[src/vio_pkg.sv]
// Shared constants, configuration layouts and helpers for the loopback and output conditioner
package vio_pkg;

  // Internal status vector and selector width
  localparam int NSIG = 64;
  localparam int SELW = 6;
  localparam int FUNCW = 7;

  // Clock and timing
  localparam int CLK_PERIOD_NS = 8;
  localparam int MS_IN_NS = 1000000;
  localparam int TICK_CYCLES = MS_IN_NS / CLK_PERIOD_NS;
  localparam logic [7:0] ONE_SHOT_MS = 8'hfa;
  localparam logic [7:0] DEAD_MAX_MS = 8'hfa;

  // Register byte offsets
  localparam logic [7:0] VIN_STATUS_OFS = 8'h00;
  localparam logic [7:0] DOUT_STATUS_OFS = 8'h04;
  localparam logic [7:0] VIN_CFG_BASE = 8'h10;
  localparam logic [7:0] DOUT_CFG_BASE = 8'h30;

  // Loopback config word fields
  localparam int VIN_SRC_LSB = 0;
  localparam int VIN_INV_BIT = 8;
  localparam int VIN_SHOT_BIT = 9;
  localparam int VIN_DEAD_LSB = 16;
  localparam int VIN_FUNC_LSB = 24;
  localparam logic [31:0] VIN_WMASK = 32'h7fff033f;

  // Direct output config word fields
  localparam int DOUT_SEL_LSB = 0;
  localparam int DOUT_INV_BIT = 8;
  localparam int DOUT_OR_BIT = 9;
  localparam int DOUT_CINV_BIT = 10;
  localparam int DOUT_CEN_BIT = 11;
  localparam int DOUT_CSEL_LSB = 16;
  localparam int DOUT_OFF_LSB = 24;
  localparam logic [31:0] DOUT_WMASK = 32'hff3f0f3f;

  // Reset values of config words
  localparam logic [31:0] CFG_RESET = 32'h00000000;

  // Input function numbers and status indices
  localparam logic [FUNCW-1:0] FUNC_NONE = 7'h00;
  localparam logic [FUNCW-1:0] FUNC_STOP = 7'h12;
  localparam logic [SELW-1:0] TORQUE_LIMIT_IDX = 6'h23;

  typedef struct packed {
    logic [FUNCW-1:0] func;
    logic [7:0] deadMs;
    logic oneShot;
    logic invert;
    logic [SELW-1:0] src;
  } vio_vin_cfg_t;

  typedef struct packed {
    logic [7:0] offMs;
    logic [SELW-1:0] compSel;
    logic compEn;
    logic compInv;
    logic orMode;
    logic invert;
    logic [SELW-1:0] sel;
  } vio_dout_cfg_t;

  // Pick one status bit by selector
  function automatic logic pickBit(input logic [NSIG-1:0] v, input logic [SELW-1:0] i);
    pickBit = v[i];
  endfunction

  function automatic vio_vin_cfg_t toVinCfg(input logic [31:0] w);
    toVinCfg.func = w[VIN_FUNC_LSB +: FUNCW];
    toVinCfg.deadMs = w[VIN_DEAD_LSB +: 8];
    toVinCfg.oneShot = w[VIN_SHOT_BIT];
    toVinCfg.invert = w[VIN_INV_BIT];
    toVinCfg.src = w[VIN_SRC_LSB +: SELW];
  endfunction

  function automatic vio_dout_cfg_t toDoutCfg(input logic [31:0] w);
    toDoutCfg.offMs = w[DOUT_OFF_LSB +: 8];
    toDoutCfg.compSel = w[DOUT_CSEL_LSB +: SELW];
    toDoutCfg.compEn = w[DOUT_CEN_BIT];
    toDoutCfg.compInv = w[DOUT_CINV_BIT];
    toDoutCfg.orMode = w[DOUT_OR_BIT];
    toDoutCfg.invert = w[DOUT_INV_BIT];
    toDoutCfg.sel = w[DOUT_SEL_LSB +: SELW];
  endfunction

endpackage

[src/vio_vin_chan.sv]
// One internal loopback input: source pick, inversion, ON dead-time, one-shot
`timescale 1ns/1ps
module vio_vin_chan (
  // Clock and reset
  input wire logic clock,
  input wire logic rst_n,
  input wire logic msTick,
  // Status and settings
  input wire logic [vio_pkg::NSIG-1:0] statusIn,
  input wire vio_pkg::vio_vin_cfg_t cfg,
  // Conditioned line
  output logic loopOn_r
);

  logic srcLvl;
  logic armed;
  logic [7:0] holdMs_r;
  logic [7:0] shotMs_r;
  logic fired_r;

  // Selected status, optionally inverted
  assign srcLvl = vio_pkg::pickBit(statusIn, cfg.src) ^ cfg.invert;

  // Active time in whole ms ticks; saturates so long holds stay armed
  always_ff @(posedge clock or negedge rst_n) begin
    if (!rst_n) begin
      holdMs_r <= 8'h00;
    end else if (!srcLvl) begin
      holdMs_r <= 8'h00;
    end else if (msTick && holdMs_r != 8'hff) begin
      holdMs_r <= holdMs_r + 8'h01;
    end
  end

  // First tick is partial, so the count must pass the setting; saturation still arms
  assign armed = srcLvl && (cfg.deadMs == 8'h00 || holdMs_r > cfg.deadMs ||
                            holdMs_r == 8'hff);

  // One-shot timer restarts only after the source drops
  always_ff @(posedge clock or negedge rst_n) begin
    if (!rst_n) begin
      shotMs_r <= 8'h00;
      fired_r <= 1'b0;
    end else if (!armed || !cfg.oneShot) begin
      shotMs_r <= 8'h00;
      fired_r <= 1'b0;
    end else if (msTick && !fired_r) begin
      shotMs_r <= shotMs_r + 8'h01;
      if (shotMs_r == vio_pkg::ONE_SHOT_MS - 8'h01) begin
        fired_r <= 1'b1;
      end
    end
  end

  // Line follows the armed level unless the shot has expired
  always_ff @(posedge clock or negedge rst_n) begin
    if (!rst_n) begin
      loopOn_r <= 1'b0;
    end else begin
      loopOn_r <= armed && !(cfg.oneShot && fired_r);
    end
  end
endmodule // vio_vin_chan

[src/vio_dout_chan.sv]
// One direct output: normal and composite pick, inversion, AND/OR, OFF delay
`timescale 1ns/1ps
module vio_dout_chan (
  // Clock and reset
  input wire logic clock,
  input wire logic rst_n,
  input wire logic msTick,
  // Status and settings
  input wire logic [vio_pkg::NSIG-1:0] statusIn,
  input wire vio_pkg::vio_dout_cfg_t cfg,
  // Connector drive
  output logic pinOn_r
);

  logic normLvl;
  logic compLvl;
  logic comb;
  logic [7:0] offCnt_r;

  // Normal and composite levels, each with its own inversion
  assign normLvl = vio_pkg::pickBit(statusIn, cfg.sel) ^ cfg.invert;
  assign compLvl = vio_pkg::pickBit(statusIn, cfg.compSel) ^ cfg.compInv;
  // Without the composite enabled the normal signal passes alone
  assign comb = !cfg.compEn ? normLvl :
                cfg.orMode ? (normLvl | compLvl) : (normLvl & compLvl);

  // Inactive time in ms ticks
  always_ff @(posedge clock or negedge rst_n) begin
    if (!rst_n) begin
      offCnt_r <= 8'h00;
    end else if (comb) begin
      offCnt_r <= 8'h00;
    end else if (msTick && offCnt_r != 8'hff) begin
      offCnt_r <= offCnt_r + 8'h01;
    end
  end

  // Turn on at once; first tick is partial, so hold until the count passes the delay
  always_ff @(posedge clock or negedge rst_n) begin
    if (!rst_n) begin
      pinOn_r <= 1'b0;
    end else begin
      pinOn_r <= comb || (pinOn_r && cfg.offMs != 8'h00 && offCnt_r != 8'hff &&
                          offCnt_r <= cfg.offMs);
    end
  end
endmodule // vio_dout_chan

[src/vio_cond.sv]
// Top of the loopback input and direct output conditioner with Avalon-MM registers
// How it works
// - Each loopback input picks its trigger from internal status signals.
// - Loopback line is on while its source is on, routed to its input function.
// - Per-line invert setting swaps the loopback signal's on/off sense.
// - Line turns on only after source stays on past the dead-time.
// - One-shot mode drops an on line after 250 ms.
// - One-shot is per line; off means the line just follows its source.
// - Each direct output picks which internal signal drives it.
// - Direct output stays on until its OFF delay has elapsed.
// - Each direct output may pick a second, composite signal.
// - Per-output setting combines normal and composite by AND or OR.
// - Output is on while that combination holds, then stays on for its OFF delay.
// - Composite signal has its own invert before the combination.
// - Torque-limit source into stop function stops the motor at limit.
`timescale 1ns/1ps
module vio_cond #(
  parameter int NVIN = 4,
  parameter int NDOUT = 6,
  parameter int NFUNC = 128,
  parameter int TICK_CYCLES = vio_pkg::TICK_CYCLES
) (
  // Clock and reset
  input wire logic clock,
  input wire logic rst_n,
  // Avalon-MM slave
  input wire logic [7:0] avs_address,
  input wire logic avs_read,
  input wire logic avs_write,
  input wire logic [31:0] avs_writedata,
  input wire logic [3:0] avs_byteenable,
  output logic [31:0] avs_readdata,
  output logic avs_waitrequest,
  // Internal output status signals
  input wire logic [vio_pkg::NSIG-1:0] statusIn,
  // Loopback lines and input functions they assert
  output logic [NVIN-1:0] loopInput,
  output logic [NFUNC-1:0] inputFunc,
  output logic stopRequest,
  // Connector outputs
  output logic [NDOUT-1:0] doutPin
);

  logic [31:0] vinWord_r [NVIN];
  logic [31:0] doutWord_r [NDOUT];
  vio_pkg::vio_vin_cfg_t vinCfg [NVIN];
  vio_pkg::vio_dout_cfg_t doutCfg [NDOUT];
  logic [31:0] tickCnt_r;
  logic msTick_r;
  logic req;
  logic accept;
  logic [31:0] rdNxt;
  logic [NFUNC-1:0] funcNxt;

  // Byte-lane merge of a write into a stored word
  function automatic logic [31:0] mergeBe(input logic [31:0] old, input logic [31:0] wd,
                                          input logic [3:0] be, input logic [31:0] mask);
    logic [31:0] m;
    m = {{8{be[3]}}, {8{be[2]}}, {8{be[1]}}, {8{be[0]}}};
    mergeBe = ((wd & m) | (old & ~m)) & mask;
  endfunction

  // Config register index decoders
  function automatic logic isVin(input logic [7:0] a, input int i);
    isVin = (a == vio_pkg::VIN_CFG_BASE + 8'(4 * i));
  endfunction

  function automatic logic isDout(input logic [7:0] a, input int i);
    isDout = (a == vio_pkg::DOUT_CFG_BASE + 8'(4 * i));
  endfunction

  // Millisecond enable; one clock, slower rates are single-cycle pulses
  always_ff @(posedge clock or negedge rst_n) begin
    if (!rst_n) begin
      tickCnt_r <= 32'h00000000;
      msTick_r <= 1'b0;
    end else if (tickCnt_r == 32'(TICK_CYCLES - 1)) begin
      tickCnt_r <= 32'h00000000;
      msTick_r <= 1'b1;
    end else begin
      tickCnt_r <= tickCnt_r + 32'h00000001;
      msTick_r <= 1'b0;
    end
  end

  // Bus handshake: one wait cycle, then the access completes
  assign req = avs_read || avs_write;
  assign accept = req && !avs_waitrequest;

  always_ff @(posedge clock or negedge rst_n) begin
    if (!rst_n) begin
      avs_waitrequest <= 1'b1;
    end else begin
      avs_waitrequest <= !(req && avs_waitrequest);
    end
  end

  // Read decode; unmapped addresses read as zero
  always_comb begin
    rdNxt = 32'h00000000;
    if (avs_address == vio_pkg::VIN_STATUS_OFS) begin
      rdNxt = 32'(loopInput);
    end else if (avs_address == vio_pkg::DOUT_STATUS_OFS) begin
      rdNxt = 32'(doutPin);
    end else begin
      for (int i = 0; i < NVIN; i++) begin
        if (isVin(avs_address, i)) begin
          rdNxt = vinWord_r[i];
        end
      end
      for (int j = 0; j < NDOUT; j++) begin
        if (isDout(avs_address, j)) begin
          rdNxt = doutWord_r[j];
        end
      end
    end
  end

  // Read data captured as waitrequest falls, so it stands at the accept edge
  always_ff @(posedge clock or negedge rst_n) begin
    if (!rst_n) begin
      avs_readdata <= 32'h00000000;
    end else if (avs_read && avs_waitrequest) begin
      avs_readdata <= rdNxt;
    end
  end

  // Loopback config words; writes land only at the accept edge
  for (genvar gi = 0; gi < NVIN; gi++) begin : g_vin
    always_ff @(posedge clock or negedge rst_n) begin
      if (!rst_n) begin
        vinWord_r[gi] <= vio_pkg::CFG_RESET;
      end else if (accept && avs_write && isVin(avs_address, gi)) begin
        vinWord_r[gi] <= mergeBe(vinWord_r[gi], avs_writedata, avs_byteenable,
                                 vio_pkg::VIN_WMASK);
      end
    end

    assign vinCfg[gi] = vio_pkg::toVinCfg(vinWord_r[gi]);

    vio_vin_chan u_vin (
      .clock(clock),
      .rst_n(rst_n),
      .msTick(msTick_r),
      .statusIn(statusIn),
      .cfg(vinCfg[gi]),
      .loopOn_r(loopInput[gi])
    );
  end

  // Direct output config words
  for (genvar go = 0; go < NDOUT; go++) begin : g_dout
    always_ff @(posedge clock or negedge rst_n) begin
      if (!rst_n) begin
        doutWord_r[go] <= vio_pkg::CFG_RESET;
      end else if (accept && avs_write && isDout(avs_address, go)) begin
        doutWord_r[go] <= mergeBe(doutWord_r[go], avs_writedata, avs_byteenable,
                                  vio_pkg::DOUT_WMASK);
      end
    end

    assign doutCfg[go] = vio_pkg::toDoutCfg(doutWord_r[go]);

    vio_dout_chan u_dout (
      .clock(clock),
      .rst_n(rst_n),
      .msTick(msTick_r),
      .statusIn(statusIn),
      .cfg(doutCfg[go]),
      .pinOn_r(doutPin[go])
    );
  end

  // Route each active line to its input function; function 0 means unassigned
  always_comb begin
    funcNxt = '0;
    for (int k = 0; k < NVIN; k++) begin
      if (loopInput[k] && vinCfg[k].func != vio_pkg::FUNC_NONE) begin
        funcNxt[vinCfg[k].func] = 1'b1;
      end
    end
  end

  // Registered so the function bus never glitches into the motion logic
  always_ff @(posedge clock or negedge rst_n) begin
    if (!rst_n) begin
      inputFunc <= '0;
      stopRequest <= 1'b0;
    end else begin
      inputFunc <= funcNxt;
      stopRequest <= funcNxt[vio_pkg::FUNC_STOP];
    end
  end

  // Helper: line 0 is set for torque limit into stop, with no shaping
  logic tlStop;
  assign tlStop = vinCfg[0].src == vio_pkg::TORQUE_LIMIT_IDX && !vinCfg[0].invert &&
                  vinCfg[0].func == vio_pkg::FUNC_STOP && vinCfg[0].deadMs == 8'h00 &&
                  !vinCfg[0].oneShot;

  // Every active line reaches its function, not only line 0
  for (genvar ga = 0; ga < NVIN; ga++) begin : g_route_chk

  end
endmodule // vio_cond

[config.mk]
export PLATFORM = sky130hd
export DESIGN_NAME = vio_cond
export DESIGN_NICKNAME = d
export VERILOG_FILES = /design/src/vio_pkg.sv /design/src/vio_vin_chan.sv /design/src/vio_dout_chan.sv /design/src/vio_cond.sv
export SDC_FILE = /design/constraint.sdc
export NUM_CORES = 2
export LEC_CHECK = 0
export BUFFER_PORTS_ARGS = -buffer_cell sky130_fd_sc_hd__buf_4
export CORE_UTILIZATION = 40
export CTS_CLUSTER_SIZE = 30
export DETAILED_ROUTE_END_ITERATION = 8
export GPL_TIMING_DRIVEN = 1
export HOLD_SLACK_MARGIN = 0.03
export PLACE_DENSITY_LB_ADDON = 0.3
export REMOVE_ABC_BUFFERS = 1
export SLEW_MARGIN = 10
export SYNTH_ARGS = -nofsm -noshare
export SYNTH_HDL_FRONTEND = slang
export SYNTH_SLANG_ARGS = --single-unit
[constraint.sdc]
create_clock -name clock -period 9.05 [get_ports clock]
set_input_delay 0.4525 -clock clock [delete_from_list [all_inputs] [get_ports clock]]
set_output_delay 0.4525 -clock clock [all_outputs]
set_load 0.1 [all_outputs]
==> flow_summary.yaml <==
sta:
  tightest_slew_ns: 1.18
  rsz0062_at_grt: "false"
  fin_crit_ns: 3.83
  drv_slew: 0
  timing.fmax_mhz: 261
  setup-tns-final_ns: 0
  setup_violations: 0
  post-route-period-util_pct: 42.4
  max_slew_margin_pct: 21.5
  finalHoldViolations: 0
  setup_ws_ns: 5.22
  skew_ns: 0.0577
worst_setup_path:
  arrival_ns: 4.30
  cp_max_fo: 18
  startpoint_type: "flip-flop"
  crit_required_ns: 9.52
  endpoint_kind: "flip-flop"
  crit_type: "reg2reg"
clocking:
  clk_pin_slew_ns: 0.06
  cts_setup_buffers: 0
  cts_hold_buf: 3
  cts_buffers: 60
  clk-insertion-delay-late_ns: 0.68
  cts.sinks: 550
  cts_resized: 0
  cts-htree-levels: 2
  cts_tree: "yes"
  clockRootBuffer: "clkbuf_16"
  clk_path_buf_depth: 3
route:
  vias: 31386
  viasPerCell: 6.51
  drtIter0Drc: 3741
  wl_per_cell_um: 26.9
  drc: 0
  wirelength_um: 130000
  drtPass1Iterations: 8
  ant_nets: 0
power_and_ir_drop:
  p_leak_nw: 17.4
  vdd_drop_max_mv: 0.158
  total_power_mw: 5.85
  power_density_nw_per_um2: 139
cells_and_area:
  nets: 3795
  area_growth_syn_to_layout_pct: 13.3
  n_antenna_cell: 0
  final_common_cell: "dfrtp_1"
  drive_gt1_share_pct: 26.5
  final_cell_mix: "549 x dfrtp_1, 312 x buf_4, 259 x nor2_1, 251 x nand2_1, 251 x mux2_2"
  final_cells: 4821
place:
  placedCellCount: 4705
  dp_slack_ns: 5.19
  gp_congestion: 0.959
  post-dp-hpwl_um: 86700
  port_buffers: 271
synthesis:
  netlist.area_leader.share_pct: 37.1
  async_flop_share_pct: 100
  synthTopCellsByArea: "dfrtp_1 37%, mux4_2 15%, mux2_2 7.6%, ha_1 3.3%, mux2i_1 2.9%"
  ys_warn_count: 0
  synthFlopType: "dfrtp_1"
  yosysTopAreaCell: "dfrtp_1"
  synth-seq-cells: 550
  yosys.cell_types.count: 80
  postSynthCellCount: 3492
  synth-edff-count: 0
  syn_avg_cell_area_um2: 10.6
  synthesis.area_um2: 37100
  ys_seq_area_share_pct: 37.1
floorplanning:
  die-area_um2: 93900
  die_y_um: 306
  io_pins: 284
  core_um2: 91700
  initial_utilization_pct: 40.4
  die_x_um: 306
  rows: 111
global_routing:
  overflow: 0
  antenna_found_initial: 4
  grt_pass1_wl_um: 195000
  gr-usage-all-layers_pct: 27.3
  grt_max_degree: 170
  grt_pass1_vias: 30894
status:
  status: "complete, no violations"
job:
  cap_violations: 0
min_path:
  hold_class: "in2reg"
## logic make-up (layout without fill, tap and decap cells)
kind of cell / Yosys count / in the layout / share of synthesized area, %
mux: 606 / 606 / 25.6
flops: 550 / 550 / 37.1
buf+inv: 417 / 554 / 4.71
xor+xnor: 135 / 135 / 3.39
simple gates: 931 / 931 / 12.1
compound gates: 753 / 753 / 13.8
other cells: 1 / 7 / 0.0101
fa+ha+maj: 99 / 99 / 3.34
## where the power goes
part | total [mW] | internal [mW] | leakage, nW | switching [mW]
registers | 2.54 | 2.48 | 7.63 | 0.0568
logic | 0.618 | 0.216 | 8.74 | 0.402
clock network | 2.70 | 1.60 | 1.07 | 1.10
total | 5.85 | 4.29 | 17.4 | 1.56
## cell type report
| type | count | area [um^2] |
|---|---|---|
| sequential | 550 | 13800 |
| tap | 1186 | 1480 |
| clock inverter | 38 | 532 |
| inverter | 123 | 462 |
| clock buffer | 75 | 1690 |
| timing repair buffer | 318 | 2430 |
| fill | 8592 | 49700 |
| multi-input combinational | 2531 | 21600 |
## per-layer routing
metal  GRT usage (%)  vias to the layer above  share of wire (%)
met1            36.9                    15502                 40
li1                -                    13313                  -
met3            7.10                      506                 11
met4            12.9                        4                5.3
met2            40.7                     2061                 43
met5           0.362                        -              0.014
## worst max-delay path, cell delays in order (launching register included)
cell	delay, ns
dfrtp_1	1.00
mux4_2	0.62
o211ai_1	0.20
o221ai_1	0.15
o211ai_1	0.55
xnor2_1	0.22
a31oi_1	0.12
nor2_1	0.64
nor2_1	0.14
## cells in the mapped netlist, drive strengths merged, types with 38 or more instances
cell type / instances
ha: 99
nand4: 60
nand2: 251
mux2i: 108
o21ai: 166
nor3: 48
nor2: 270
xnor2: 63
clkbuf: 197
inv: 123
a21oi: 188
a22o: 121
buf: 97
nor2b: 45
xor2: 72
nand3: 74
nand2b: 42
dfrtp: 549
mux4: 247
mux2: 251
nor4: 38
## per-stage QoR
stage / util [%] / hold slack [ns] / area [um^2]
finish: 45.8 / 0.0745 / 42000
global route: 45.8 / 0.0491 / 42000
CTS: 45.8 / 0.0313 / 42000
detailed placement: 43.4 / 0.451 / 39700
global placement: 43.4 / 0.451 / 39700
floorplan: - / 0.157 / 35800
## worst paths after layout
kind,startpoint,to,slack (ns),cells after the start
setup reg to reg,flip-flop,g_dout[5].u_dout.offCnt_r[6]$_DFFE_PN0P_,5.22,8
setup / recovery,flip-flop,g_dout[5].u_dout.offCnt_r[6]$_DFFE_PN0P_,5.22,8
hold reg to reg,tickCnt_r[0]$_DFF_PN0_,tickCnt_r[0]$_DFF_PN0_,0.46,1
hold / removal,avs_writedata[22],flip-flop,0.07,2
min in group asynchronous,rst_n,async pin,0.50,2
max in group asynchronous,rst_n,inputFunc[95]$_DFF_PN0_,6.35,4
(Power assumes the default switching activity.)
